**src/logic/pea_pkg.sv**
```systemverilog
// Shared constants and types for the page-mode EPROM access controller
package pea_pkg;

  // ****************************************************************
  // Widths
  // ****************************************************************
  localparam int ADDR_W        = 18;
  localparam int BADDR_W       = 19;
  localparam int DATA_W        = 16;
  localparam int LOW_W         = 15;
  localparam int BYTE_W        = 8;
  localparam int PAGE_LSB      = 3;
  localparam int TMR_W         = 16;
  localparam int PULSE_CNT_W   = 5;
  localparam int ID_PARITY_BIT = 15;

  // ****************************************************************
  // Timing, in nanoseconds, microseconds and derived clock cycles
  // ****************************************************************
  localparam int CLK_PERIOD_NS     = 8;
  localparam int SYNC_CYC          = 2;
  localparam int FULL_ACCESS_NS    = 150;
  localparam int PAGE_ACCESS_NS    = 75;
  localparam int SETTLE_NS         = 100;
  localparam int PROG_PULSE_US     = 100;
  localparam int MAX_PULSES        = 25;
  localparam int FULL_ACCESS_CYC   = (FULL_ACCESS_NS + CLK_PERIOD_NS - 1) / CLK_PERIOD_NS;
  localparam int PAGE_ACCESS_CYC   = (PAGE_ACCESS_NS + CLK_PERIOD_NS - 1) / CLK_PERIOD_NS;
  localparam int SETTLE_CYC        = (SETTLE_NS + CLK_PERIOD_NS - 1) / CLK_PERIOD_NS;
  localparam int PROG_PULSE_CYC    = (PROG_PULSE_US * 1000 + CLK_PERIOD_NS - 1) / CLK_PERIOD_NS;

  // ****************************************************************
  // Commands
  // ****************************************************************
  typedef enum logic [1:0] {
    OP_READ_WORD,
    OP_READ_BYTE,
    OP_READ_ID,
    OP_PROGRAM
  } pea_op_t;

endpackage : pea_pkg

```
**src/logic/pea_timer.sv**
```systemverilog
// Down-counting wait timer used for every access and pulse delay
module pea_timer #(
  parameter int W = 16
) (
  input  wire logic         clk,
  input  wire logic         rst,
  input  wire logic         load,
  input  wire logic [W-1:0] value,
  output logic              zero
);

  logic [W-1:0] cnt_q;
  logic [W-1:0] cnt_d;

  // Load wins, otherwise count down to zero and rest
  always_comb
  begin
    cnt_d = cnt_q;
    if (load)
      cnt_d = value;
    else if (cnt_q != '0)
      cnt_d = cnt_q - W'(1);
  end

  // Count register
  always_ff @(posedge clk or posedge rst)
  begin
    if (rst)
      cnt_q <= '0;
    else
      cnt_q <= cnt_d;
  end

  // Taken from the register alone so that load may depend on it
  assign zero = (cnt_q == '0);

endmodule : pea_timer

```
**src/logic/pea_host.sv**
```systemverilog
// Host controller that reads and programs a page-mode EPROM through its pins
// Contract
// Erased cells read one; programming clears bits
// Program word driven on all sixteen lines
// Program supply raised while output enable high
// One 100 us chip-select pulse after settling
// Retry on verify mismatch, 25 pulses at most
// Program every address, then verify at normal supply
// Chip select high inhibits programming
// Verify: output enable low, chip select high
// Identifier: high voltage, lowest bit selects code
// Identifier words carry odd parity in bit 15
// Eight-word pages give faster page access
// Page hit: chip select low, low bits change
// Word width drives all sixteen data lines
// Byte width: top pin selects byte
// Chip select high floats all outputs
// Outputs drive only with both enables low
// Chip select decoded, output enable shared strobe
// Identifier readout holds other address lines low
// Data stable only after access delay elapses
module pea_host #(
  parameter int PROG_PULSE_CYC = pea_pkg::PROG_PULSE_CYC,
  parameter int MAX_PULSES     = pea_pkg::MAX_PULSES
) (
  input  wire logic                         clk,
  input  wire logic                         rst,
  input  wire logic                         cmd_valid,
  output logic                              cmd_ready,
  input  wire pea_pkg::pea_op_t             cmd_op,
  input  wire logic [pea_pkg::BADDR_W-1:0]  cmd_addr,
  input  wire logic [pea_pkg::ADDR_W-1:0]   cmd_end,
  output logic                              data_req,
  output logic [pea_pkg::ADDR_W-1:0]        data_req_addr,
  input  wire logic [pea_pkg::DATA_W-1:0]   wdata,
  output logic                              rsp_valid,
  output logic [pea_pkg::DATA_W-1:0]        rsp_data,
  output logic                              rsp_ok,
  output logic [pea_pkg::ADDR_W-1:0]        rsp_fail_addr,
  output logic [pea_pkg::ADDR_W-1:0]        address_lines,
  output logic                              ce_n,
  output logic                              oe_n,
  output logic                              byte_n,
  output logic                              vpp_en,
  output logic                              id_high_voltage_en,
  output logic [pea_pkg::LOW_W-1:0]         data_lines_o,
  output logic                              data_lines_oe_n,
  input  wire logic [pea_pkg::LOW_W-1:0]    data_lines_i,
  output logic                              top_data_or_byte_select_o,
  output logic                              top_data_or_byte_select_oe_n,
  input  wire logic                         top_data_or_byte_select_i
);

  // ****************************************************************
  // Types and state
  // ****************************************************************
  typedef enum logic [3:0] {
    S_IDLE, S_RD_WAIT, S_PG_REQ, S_PG_LOAD, S_PG_DRIVE, S_PG_SETUP,
    S_PG_PULSE, S_PG_HOLD, S_PG_VWAIT, S_VF_REQ, S_VF_LOAD, S_VF_WAIT
  } pea_state_t;

  localparam int AW = pea_pkg::ADDR_W;
  localparam int DW = pea_pkg::DATA_W;
  localparam int TW = pea_pkg::TMR_W;
  localparam int PW = pea_pkg::PULSE_CNT_W;

  pea_state_t     state_q, state_d;
  logic [AW-1:0]  addr_q, addr_d, start_q, start_d, end_q, end_d;
  logic [AW-1:0]  fail_q, fail_d, req_addr_q, req_addr_d;
  logic [DW-1:0]  wd_q, wd_d, rdat_q, rdat_d;
  logic [PW-1:0]  pulses_q, pulses_d;
  logic           ok_q, ok_d, rsp_q, rsp_d, req_q, req_d, rdy_q, rdy_d;
  logic           page_open_q, page_open_d, id_rd_q, id_rd_d, byte_rd_q, byte_rd_d;
  logic [AW-1:0]  pin_addr_q, pin_addr_d;
  logic           ce_n_q, ce_n_d, oe_n_q, oe_n_d, byte_n_q, byte_n_d;
  logic           vpp_q, vpp_d, idhv_q, idhv_d, doe_n_q, doe_n_d;
  logic           top_o_q, top_o_d, top_oe_n_q, top_oe_n_d;
  localparam int LOW_W_C = pea_pkg::LOW_W;
  logic [LOW_W_C-1:0] dout_q, dout_d;
  logic [DW-1:0]  sync1_q, sync2_q;
  logic           tmr_load;
  logic [TW-1:0]  tmr_val;
  logic           tmr_zero;
  logic           hit;
  logic           match;

  // ****************************************************************
  // Pin input synchroniser
  // ****************************************************************
  // Two flops on the data pins before any compare
  always_ff @(posedge clk or posedge rst)
  begin
    if (rst)
    begin
      sync1_q <= '0;
      sync2_q <= '0;
    end
    else
    begin
      sync1_q <= {top_data_or_byte_select_i, data_lines_i};
      sync2_q <= sync1_q;
    end
  end

  // Shared wait timer
  pea_timer #(.W(TW)) u_timer (
    .clk   (clk),
    .rst   (rst),
    .load  (tmr_load),
    .value (tmr_val),
    .zero  (tmr_zero)
  );

  // ****************************************************************
  // Sequencer
  // ****************************************************************
  // Same page, same width and no identifier keeps the page path
  assign hit = page_open_q && !id_rd_q && (cmd_op != pea_pkg::OP_READ_ID)
               && (byte_rd_q == (cmd_op == pea_pkg::OP_READ_BYTE))
               && (cmd_op == pea_pkg::OP_READ_BYTE
                   && pin_addr_q[AW-1:pea_pkg::PAGE_LSB] == cmd_addr[AW:pea_pkg::PAGE_LSB+1]
                   || cmd_op == pea_pkg::OP_READ_WORD
                   && pin_addr_q[AW-1:pea_pkg::PAGE_LSB] == cmd_addr[AW-1:pea_pkg::PAGE_LSB]);
  assign match = (sync2_q == wd_q);

  // Next-state and pin values
  always_comb
  begin
    state_d = state_q;     addr_d = addr_q;     start_d = start_q;   end_d = end_q;
    fail_d = fail_q;       req_addr_d = req_addr_q; wd_d = wd_q;    rdat_d = rdat_q;
    pulses_d = pulses_q;   ok_d = ok_q;         rsp_d = 1'b0;        req_d = 1'b0;
    page_open_d = page_open_q; id_rd_d = id_rd_q; byte_rd_d = byte_rd_q;
    pin_addr_d = pin_addr_q; ce_n_d = ce_n_q;   oe_n_d = oe_n_q;     byte_n_d = byte_n_q;
    vpp_d = vpp_q;         idhv_d = idhv_q;     doe_n_d = doe_n_q;   dout_d = dout_q;
    top_o_d = top_o_q;     top_oe_n_d = top_oe_n_q;
    tmr_load = 1'b0;
    tmr_val = '0;
    unique case (state_q)
      S_IDLE:
        if (cmd_valid && cmd_op == pea_pkg::OP_PROGRAM)
        begin
          // Deselect and let the device float before driving data
          addr_d = cmd_addr[AW-1:0];  start_d = cmd_addr[AW-1:0];  end_d = cmd_end;
          ok_d = 1'b1;  fail_d = '0;  page_open_d = 1'b0;  idhv_d = 1'b0;
          ce_n_d = 1'b1;  oe_n_d = 1'b1;  byte_n_d = 1'b1;  top_oe_n_d = 1'b1;
          tmr_load = 1'b1;  tmr_val = TW'(pea_pkg::SETTLE_CYC - 1);
          state_d = S_PG_REQ;
        end
        else if (cmd_valid)
        begin
          id_rd_d = (cmd_op == pea_pkg::OP_READ_ID);
          byte_rd_d = (cmd_op == pea_pkg::OP_READ_BYTE);
          idhv_d = (cmd_op == pea_pkg::OP_READ_ID);
          byte_n_d = (cmd_op != pea_pkg::OP_READ_BYTE);
          ce_n_d = 1'b0;  oe_n_d = 1'b0;  doe_n_d = 1'b1;
          vpp_d = 1'b0;
          if (cmd_op == pea_pkg::OP_READ_ID)
          begin
            pin_addr_d = AW'(cmd_addr[0]);
            top_oe_n_d = 1'b1;
          end
          else if (cmd_op == pea_pkg::OP_READ_BYTE)
          begin
            pin_addr_d = cmd_addr[AW:1];
            top_o_d = cmd_addr[0];
            top_oe_n_d = 1'b0;
          end
          else
          begin
            pin_addr_d = cmd_addr[AW-1:0];
            top_oe_n_d = 1'b1;
          end
          tmr_load = 1'b1;
          tmr_val = hit ? TW'(pea_pkg::PAGE_ACCESS_CYC + pea_pkg::SYNC_CYC - 1)
                        : TW'(pea_pkg::FULL_ACCESS_CYC + pea_pkg::SYNC_CYC - 1);
          state_d = S_RD_WAIT;
        end
      S_RD_WAIT:
        if (tmr_zero)
        begin
          // Chip select stays low so the next read may hit the page
          rdat_d = byte_rd_q ? {{pea_pkg::BYTE_W{1'b0}}, sync2_q[pea_pkg::BYTE_W-1:0]} : sync2_q;
          ok_d = id_rd_q ? (^sync2_q) : 1'b1;
          page_open_d = !id_rd_q;
          rsp_d = 1'b1;
          state_d = S_IDLE;
        end
      S_PG_REQ:
        if (tmr_zero)
        begin
          req_d = 1'b1;
          req_addr_d = addr_q;
          state_d = S_PG_LOAD;
        end
      S_PG_LOAD:
      begin
        wd_d = wdata;
        pulses_d = '0;
        state_d = S_PG_DRIVE;
      end
      S_PG_DRIVE:
        if (tmr_zero)
        begin
          // Address and full word settle before the pulse
          pin_addr_d = addr_q;
          dout_d = wd_q[LOW_W_C-1:0];  doe_n_d = 1'b0;
          top_o_d = wd_q[DW-1];  top_oe_n_d = 1'b0;
          oe_n_d = 1'b1;
          vpp_d = 1'b1;
          tmr_load = 1'b1;  tmr_val = TW'(pea_pkg::SETTLE_CYC - 1);
          state_d = S_PG_SETUP;
        end
      S_PG_SETUP:
        if (tmr_zero)
        begin
          ce_n_d = 1'b0;
          pulses_d = pulses_q + PW'(1);
          tmr_load = 1'b1;  tmr_val = TW'(PROG_PULSE_CYC - 1);
          state_d = S_PG_PULSE;
        end
      S_PG_PULSE:
        if (tmr_zero)
        begin
          ce_n_d = 1'b1;
          tmr_load = 1'b1;  tmr_val = TW'(pea_pkg::SETTLE_CYC - 1);
          state_d = S_PG_HOLD;
        end
      S_PG_HOLD:
        if (tmr_zero)
        begin
          // Release the bus, then verify with chip select high
          doe_n_d = 1'b1;  top_oe_n_d = 1'b1;
          oe_n_d = 1'b0;
          tmr_load = 1'b1;
          tmr_val = TW'(pea_pkg::FULL_ACCESS_CYC + pea_pkg::SYNC_CYC - 1);
          state_d = S_PG_VWAIT;
        end
      S_PG_VWAIT:
        if (tmr_zero)
        begin
          oe_n_d = 1'b1;
          tmr_load = 1'b1;  tmr_val = TW'(pea_pkg::SETTLE_CYC - 1);
          if (!match && pulses_q < PW'(MAX_PULSES))
            state_d = S_PG_DRIVE;
          else
          begin
            if (!match && ok_q)
            begin
              ok_d = 1'b0;
              fail_d = addr_q;
            end
            if (addr_q == end_q)
            begin
              addr_d = start_q;
              vpp_d = 1'b0;
              state_d = S_VF_REQ;
            end
            else
            begin
              addr_d = addr_q + AW'(1);
              state_d = S_PG_REQ;
            end
          end
        end
      S_VF_REQ:
        if (tmr_zero)
        begin
          req_d = 1'b1;  req_addr_d = addr_q;
          pin_addr_d = addr_q;  ce_n_d = 1'b0;  oe_n_d = 1'b0;
          state_d = S_VF_LOAD;
        end
      S_VF_LOAD:
      begin
        wd_d = wdata;
        tmr_load = 1'b1;
        tmr_val = TW'(pea_pkg::FULL_ACCESS_CYC + pea_pkg::SYNC_CYC - 2);
        state_d = S_VF_WAIT;
      end
      S_VF_WAIT:
        if (tmr_zero)
        begin
          if (!match && ok_q)
          begin
            ok_d = 1'b0;
            fail_d = addr_q;
          end
          if (addr_q == end_q)
          begin
            ce_n_d = 1'b1;  oe_n_d = 1'b1;
            rdat_d = sync2_q;
            rsp_d = 1'b1;
            state_d = S_IDLE;
          end
          else
          begin
            addr_d = addr_q + AW'(1);
            state_d = S_VF_REQ;
          end
        end
    endcase
    rdy_d = (state_d == S_IDLE);
  end

  // State and pin registers
  always_ff @(posedge clk or posedge rst)
  begin
    if (rst)
    begin
      state_q <= S_IDLE;  addr_q <= '0;  start_q <= '0;  end_q <= '0;  fail_q <= '0;
      req_addr_q <= '0;   wd_q <= '0;    rdat_q <= '0;   pulses_q <= '0; ok_q <= 1'b0;
      rsp_q <= 1'b0;      req_q <= 1'b0; rdy_q <= 1'b0;  page_open_q <= 1'b0;
      id_rd_q <= 1'b0;    byte_rd_q <= 1'b0; pin_addr_q <= '0;
      ce_n_q <= 1'b1;     oe_n_q <= 1'b1;    byte_n_q <= 1'b1;  vpp_q <= 1'b0;
      idhv_q <= 1'b0;     doe_n_q <= 1'b1;   dout_q <= '0;
      top_o_q <= 1'b0;    top_oe_n_q <= 1'b1;
    end
    else
    begin
      state_q <= state_d;  addr_q <= addr_d;  start_q <= start_d;  end_q <= end_d;
      fail_q <= fail_d;    req_addr_q <= req_addr_d; wd_q <= wd_d; rdat_q <= rdat_d;
      pulses_q <= pulses_d; ok_q <= ok_d;     rsp_q <= rsp_d;      req_q <= req_d;
      rdy_q <= rdy_d;      page_open_q <= page_open_d; id_rd_q <= id_rd_d;
      byte_rd_q <= byte_rd_d; pin_addr_q <= pin_addr_d;
      ce_n_q <= ce_n_d;    oe_n_q <= oe_n_d;  byte_n_q <= byte_n_d; vpp_q <= vpp_d;
      idhv_q <= idhv_d;    doe_n_q <= doe_n_d; dout_q <= dout_d;
      top_o_q <= top_o_d;  top_oe_n_q <= top_oe_n_d;
    end
  end

  // Output ports straight from flops
  assign cmd_ready = rdy_q;                 assign data_req = req_q;
  assign data_req_addr = req_addr_q;        assign rsp_valid = rsp_q;
  assign rsp_data = rdat_q;                 assign rsp_ok = ok_q;
  assign rsp_fail_addr = fail_q;            assign address_lines = pin_addr_q;
  assign ce_n = ce_n_q;                     assign oe_n = oe_n_q;
  assign byte_n = byte_n_q;                 assign vpp_en = vpp_q;
  assign id_high_voltage_en = idhv_q;       assign data_lines_o = dout_q;
  assign data_lines_oe_n = doe_n_q;         assign top_data_or_byte_select_o = top_o_q;
  assign top_data_or_byte_select_oe_n = top_oe_n_q;

  // ****************************************************************
  // Assertions
  // ****************************************************************
  // Helper: length of the current program pulse
  logic [TW-1:0] low_cnt_q;
  always_ff @(posedge clk or posedge rst)
  begin
    if (rst)
      low_cnt_q <= '0;
    else if (!ce_n_q && vpp_q)
      low_cnt_q <= low_cnt_q + TW'(1);
    else
      low_cnt_q <= '0;
  end

  AST_PULSE_LEN: assert property (@(posedge clk) disable iff (rst)
    $rose(ce_n_q) && vpp_q |-> low_cnt_q == TW'(PROG_PULSE_CYC))
    else $error("Program pulse length wrong");
  AST_PULSE_STABLE: assert property (@(posedge clk) disable iff (rst)
    !ce_n_q && vpp_q |-> !doe_n_q && !top_oe_n_q && $stable(pin_addr_q) && $stable(dout_q))
    else $error("Address or data moved during pulse");
  AST_VPP_OE_HIGH: assert property (@(posedge clk) disable iff (rst)
    $rose(vpp_q) |-> oe_n_q && ce_n_q)
    else $error("Program supply raised with output enable low");
  AST_PULSE_LIMIT: assert property (@(posedge clk) disable iff (rst)
    pulses_q <= PW'(MAX_PULSES))
    else $error("Too many program pulses");
  AST_VERIFY_CE_HIGH: assert property (@(posedge clk) disable iff (rst)
    vpp_q && !oe_n_q |-> ce_n_q && doe_n_q && top_oe_n_q)
    else $error("Bad program verify setup");
  AST_ID_LINES: assert property (@(posedge clk) disable iff (rst)
    idhv_q |-> pin_addr_q[AW-1:1] == '0 && byte_n_q && !vpp_q)
    else $error("Identifier readout with other lines high");
  AST_NO_CONTENTION: assert property (@(posedge clk) disable iff (rst)
    !oe_n_q |-> doe_n_q)
    else $error("Host drives data while device may drive");
  AST_BYTE_SEL: assert property (@(posedge clk) disable iff (rst)
    !byte_n_q && !ce_n_q |-> !top_oe_n_q)
    else $error("Byte select not driven in byte width");
  AST_RSP_AFTER_WAIT: assert property (@(posedge clk) disable iff (rst)
    cmd_valid && rdy_q && cmd_op != pea_pkg::OP_PROGRAM |-> ##[11:22] rsp_q)
    else $error("Read answer outside access window");

endmodule : pea_host

```
**config.mk**
```make
export PLATFORM = sky130hd
export DESIGN_NAME = pea_host
export DESIGN_NICKNAME = d
export VERILOG_FILES = /design/src/logic/pea_pkg.sv /design/src/logic/pea_timer.sv /design/src/logic/pea_host.sv
export SDC_FILE = /design/constraint.sdc
export NUM_CORES = 1
export LEC_CHECK = 0
export CAP_MARGIN = 20
export CORE_MARGIN = 2
export CORE_UTILIZATION = 55
export DETAILED_ROUTE_END_ITERATION = 10
export DONT_BUFFER_PORTS = 1
export GPL_TIMING_DRIVEN = 1
export PLACE_DENSITY = 0.7
export SYNTH_ARGS = -nofsm -noshare
export SYNTH_HDL_FRONTEND = slang
export SYNTH_SLANG_ARGS = --single-unit
```
**constraint.sdc**
```tcl
create_clock -name clk -period 10.1 [get_ports clk]
set_input_delay 1.515 -clock clk [delete_from_list [all_inputs] [get_ports clk]]
set_output_delay 1.515 -clock clk [all_outputs]
set_load 0.005 [all_outputs]
```
Word-level counts from Yosys, hierarchy flattened

Cells that the tools add are included.

Add/sub/neg operators: 3
$lt $le $gt $ge: 1
Eq/ne operators: 42
Multiplexer cells: 100
Bitwise gates (word level): 1
Reductions and logical operators: 57

Operator list:

| cell                                                                 | count |
|---|---|
| 18-bit 2-to-1 mux                                                    | 16 |
| 18-bit one-hot mux with 3 select lines                               | 2 |
| 16-bit 2-to-1 mux                                                    | 6 |
| 14-bit one-hot mux with 5 select lines                               | 1 |
| 4-bit 2-to-1 mux                                                     | 15 |
| 4-bit one-hot mux with 12 select lines                               | 1 |
| 1-bit 2-to-1 mux                                                     | 40 |
| 18-bit one-hot mux with 2 select lines                               | 1 |
| 2-bit inequality test, second input constant                         | 17 |
| 16-bit one-hot mux with 2 select lines                               | 1 |
| 15-bit == test                                                       | 2 |
| 6-bit AND reduction                                                  | 5 |
| 5-bit 2-to-1 mux                                                     | 5 |
| 18-bit by 1-bit adder with 18-bit output, second input constant      | 1 |
| 18-bit == test                                                       | 1 |
| 16-bit == test                                                       | 1 |
| 4-bit by 3-bit == test with 1-bit output, second input constant      | 4 |
| 4-bit == test, second input constant                                 | 4 |
| 16-bit logical NOT                                                   | 1 |
| 16-bit nonzero test                                                  | 1 |
| 16-bit parity                                                        | 1 |
| 16-bit by 1-bit subtractor with 16-bit output, second input constant | 1 |
| 14-bit 2-to-1 mux                                                    | 1 |
| 2-bit nonzero test                                                   | 7 |
| other kinds (29)                                                     | 69 |

Register bits: 227
Input bits: 74
Output and inout port bits: 97
Word-level logic and storage cells: 233

Longest topological paths before layout

Depth in word-level cells: 10
Depth in mapped cells: 12
Mapped depth without buffers: 9

By module

A second synthesis with hierarchy kept.

Cells, all modules: 1195
Area, all modules: 11918.9 µm²

Modules (own cells, without submodules):

| module    | times used | cells each | area each (µm²) | sequential area each (µm²) |
|---|---|---|---|---|
| pea_host  | 1          | 1087       | 10936.7         | 5286.3 |
| pea_timer | 1          | 108        | 982.2           | 400.4 |

Least setup slack after synthesis

No wires, ideal clock.

Path kind: input to register
Start: input cmd_valid
End: register end_q[10]
Setup time: 125 ps
Arrival time: 3125 ps
Data required time: 9975 ps
Slack: 6850 ps
Stages: 6
Path buffers: 3
Cell sequence: clkbuf_1 nand3_1 nor2_1 buf_1 buf_1 mux2_2

Cells in the longest elaborated chain, start to end: 2

RTL lines:

| item                                 | RTL line        | source |
|---|---|---|
| from (decl)                          | pea_host.sv:28  | `input wire logic cmd_valid,` |
| 1-bit logical AND                    | pea_host.sv:140 | `if (cmd_valid && cmd_op == pea_pkg::OP_PROGRAM)` |
| 2-bit AND reduction (no source line) | --              |  |
| to (signal assigned)                 | pea_host.sv:319 | `state_q <= state_d; addr_q <= addr_d; start_q <= start_d; end_q <= end_d;` |
| to (decl)                            | pea_host.sv:68  | `logic [AW-1:0] addr_q, addr_d, start_q, start_d, end_q, end_d;` |

No other way between the ends.
A chain may end at the register's enable or synchronous reset.

Worst setup path in the final report

Start: register state_q[0]
End: register addr_q[16]

Cells in the longest elaborated chain, start to end: 3
Elaborated cells on any way between the ends: 11
Classes of those cells: eq/ne (7); mux (1); reduce/logical (3)

RTL lines:

| item                                                                         | RTL line        | source |
|---|---|---|
| from (decl)                                                                  | pea_host.sv:67  | `pea_state_t state_q, state_d;` |
| from (signal assigned)                                                       | pea_host.sv:319 |  |
| 4-bit == test or 4-bit logical NOT (tied branches)                           | pea_host.sv:138 | `unique case (state_q)` |
| 2-bit inequality test (no source line) or 3-bit nonzero test (tied branches) | --              |  |
| 6-bit AND reduction (no source line)                                         | --              |  |
| to (signal assigned)                                                         | pea_host.sv:319 |  |
| to (decl)                                                                    | pea_host.sv:68  |  |

Several ways; a longest one is shown, not always the timed one.

==> summary.md <==
| Metric | Value |
|---|---|
| Outcome | completed |
| Minimum period implied by the final worst setup slack | between 3 and 4 ns |
| WS Path Type | flip-flop to flip-flop |
| Total routed wirelength | around 28,000 µm |
| Clock Tree Buf Depth | 3 |
| Number of buffers inserted by post-CTS setup repair | 0 |
| Hold-fix buffer count after cts | 0 |
| Count of final setup violators | 0 |
| Number of vias per cell after detailed routing | about 6 |
| Starting utilization of the core area | 56.2% |
| CTS tree | done |
| Post-synthesis cell count | 1,094 |
| DR WL/cell | between 20 and 25 µm |
| Maximum number of pins on one net before global-route repair | 150 |
| Unrepaired setup endpoints after global routing | false |
| Top cells by count, synth | dfrtp_1, mux2_2, nand2_1, nor2_1, clkbuf_1 |
| Grt met3 use | between 8 and 9% |
| Initial antenna violation count | 3 |
| Data required time of the critical path | 10.51 ns |
| Top-count cell post-synth | dfrtp_1 |
| Design internal power | 2.32 mW |
| Antenna-violating nets left | 0 |
| Die boundary height | roughly 150 µm |
| Areal power density over the cells | 296 mW/mm² |
| Switching share of total power | 36.8% |
| Final Skew | between 0.015 and 0.02 ns |
| Arrival time of data at the critical path endpoint | roughly 4.0 ns |
| Placement row count | 52 |
| Global-route usage over all layers | a little over a quarter |
| Worst setup timing slack at the placement stage | between 6 and 7 ns |
| Cell taking the most area after synthesis | dfrtp_1 |
| Fraction of met2 tracks used by global routing | between 30% and 40% |
| Number of maximum-capacitance constraint violations | 0 |
| Global routing's busiest layer | met1 |
| Yosys top cell area share | a little under 50% |
| Endpoint type of the worst setup path | flip-flop |
| Die outline area | 0.0218 mm² |
| Worst Slack Setup Final | between 6 and 7 ns |
| Number of enable flip-flop cells after synthesis | 0 |
| Maximum resistive drop on vdd | between 0.15 and 0.2 mV |
| Cells taking the most area after synthesis | dfrtp_1, mux2_2, xnor2_1, xor2_1, nand2_1 |
| Total grt overflow | 0 |
| Clock network fraction of design power | between 20% and 30% |
| Syn Area/Cell | 10.4 µm² |
| Worst skew pair latency | 0.53 ns |
| Layout cell share with drive strength beyond 1 | roughly 17% |
| Post-synthesis cell type count | 67 |
| Relative slew margins | approximately 34% |
| Number of CTS-inserted buffers | 24 |
| Synthesized netlist net count | 1,174 |
| DP HPWL | about 20,000 µm |
| Clock slew at the register clock pins of the worst setup and hold paths | 0.06 ns |
| Sequential share of power | a little over two fifths |
| Total number of vias | around 8,200 |
| Proportion of synthesized chip area in sequential cells | between 50% and 60% |
| Overall power of the completed layout | roughly 3.7 mW |
| Horiz. Die Dim | ~150 µm |
| Async set or reset register ratio after synthesis | 100% |
| Transition at the pin with the smallest max-transition slack | roughly 1 ns |
| Number of remaining DRC errors | 0 |
| Number of violations reported at the end of detailed-routing iteration 0 | between 600 and 700 |
| Clock Root Buffer | clkbuf_16 |
| Max H-tree Level | 1 |
| I/O pin count | 171 |
| Post-synthesis sequential element count | 227 |
| Min-Delay Path Class | flip-flop to flip-flop |
| Post-layout utilization of the core | approximately three fifths |
| Share of power burned in combinational logic | a little under a third |
| Final Hold Viols | 0 |
| Clock Sinks | between 200 and 250 |
| Worst Setup Start Kind | flip-flop |
| Post-detailed-placement cell area | 0.0115 mm² |
| Post-CTS Resized | 0 |
| Core box area | ~0.020 mm² |
| Leakage power | between 5 and 6 nW |
| Number of max-slew violations in the final report | 0 |
| Area added between synthesis and finish | 9.08% |
| Final nets | 1,119 |
| Maximum clock frequency | 279 MHz |
| Number of iterations in the first detailed-routing pass | 8 |
| Final period utilization | between 30% and 40% |
| Number of global-route vias before repair | between 8,000 and 9,000 |
| Commonest register cell after synthesis | dfrtp_1 |
| Master of the slowest instance on the critical path | a221oi_2 |
| Global-route wire length before repair | about 46,000 µm |
| Met1 track demand over resource in global routing | around two fifths |
| Critical path's largest stage delay | 0.85 ns |
| RePlAce Congestion | approximately 0.9 |
| Cells along the critical path | nor2_1 > nand2_1 > nor2_1 > a31oi_1 > a221oi_2 > o21ai_0 > a22o_1 |
| Switching power of the nets | 1.35 mW |
| Warning count from the yosys run | 0 |
| Post-Layout Inst Area | ~0.012 mm² |
| Post-synth design cell area | about 0.011 mm² |
| IO Port Bufs | 0 |
| Sum of negative setup slack | 0 ns |
| Maximum net fanout on the critical path | 27 |
| Critical path's most frequent cell | nor2_1 |
-- layer usage --
layer | part of all wire, % | vias to the layer above
li1 | - | 3780
met1 | 44 | 4011
met2 | 44 | 363
met3 | 11 | 41
met4 | 1.5 | 2
met5 | 0.046 | -
-- layout make-up --
| cell class | count | area, µm² |
|---|---|---|
| antenna | 1 | 2.50 |
| clock buffer | 34 | 709 |
| clock inverter | 10 | 185 |
| fill | 1645 | 7830 |
| inverter | 27 | 109 |
| multi-input combinational | 748 | 5240 |
| sequential | 227 | 5690 |
| tap | 270 | 338 |
| timing repair buffer | 11 | 135 |
-- per-stage QoR --
stage | instances | hold slack [ns]
after global placement | 1280 | 0.332
final | 1328 | 0.347
after detailed placement | 1282 | 0.335
after CTS | 1326 | 0.349
after floorplan | 1094 | 0.331
after global routing | 1328 | 0.350
-- state kept, by name (all words and copies together) (netlist names), 4 cells and up --
| signal | count |
|---|---|
| addr_q | 18 |
| address_lines | 18 |
| data_lines_o | 15 |
| data_req_addr | 18 |
| end_q | 18 |
| pulses_q | 5 |
| rsp_data | 16 |
| rsp_fail_addr | 18 |
| start_q | 18 |
| state_q | 4 |
| sync1_q | 16 |
| sync2_q | 16 |
| u_timer.cnt_q | 16 |
| wd_q | 16 |
-- worst max-delay path: cells and delay by family (launching register included) --
kind | cells | cell delay, ns
AO/OA/AOI/OAI | 4 | 1.49
flip-flops | 1 | 0.65
AND/OR/NAND/NOR | 3 | 1.33
-- layout by cell type, fill, tap and decap left out, types with 14 or more instances in the layout --
cell	netlist	routed
a211oi_1	33	33
o21ai_0	61	61
inv_1	27	26
nor4_1	16	15
nor2_1	68	66
xnor2_1	54	54
nor3_1	14	14
mux2_2	104	104
nand2_1	92	92
mux2i_1	17	17
xor2_1	40	40
nand3_1	23	23
clkbuf_16	0	25
a21oi_1	54	54
dfrtp_1	222	222
nor2b_1	18	18
-- worst paths after layout --
path | cells past startpoint | from | endpoint | slack (ns)
min in group asynchronous | 1 | rst | end_q[10] | 1.05
worst min-delay path | 0 | sync1_q[14] | sync2_q[14] | 0.35
worst max register to register | 7 | state_q[0] | addr_q[16] | 6.51
worst min register to register | 0 | sync1_q[14] | sync2_q[14] | 0.35
max in group asynchronous | 3 | rst | ce_n | 7.78
worst max-delay path | 7 | state_q[0] | addr_q[16] | 6.51
-- cell families (layout without fill, tap and decap cells) --
kind of cell / after synthesis / after routing / share of synthesized area, %
AO/OA/AOI/OAI: 245 / 245 / 14.2
XOR/XNOR: 94 / 94 / 7.24
adder cells (fa/ha/maj): 6 / 6 / 0.660
buffers and inverters: 119 / 82 / 4.14
flip-flops: 227 / 227 / 50.0
multiplexers: 122 / 122 / 11.9
other: 0 / 1 / 0
AND/OR/NAND/NOR: 281 / 281 / 11.9
-- power by group through the flow --
| stage | Sequential, mW | Clock [mW] | Combinational (mW) |
|---|---|---|---|
| 2_1_floorplan | 1.36 | 0 | 1.02 |
| 3_3_place_gp | 1.55 | 0 | 1.10 |
| 3_5_place_dp | 1.56 | 0 | 1.13 |
| 4_1_cts | 1.54 | 1.00 | 1.14 |
| 5_1_grt | 1.59 | 1.04 | 1.27 |
| 6_report | 1.55 | 0.985 | 1.14 |
Power figures use the tool's default switching activity.
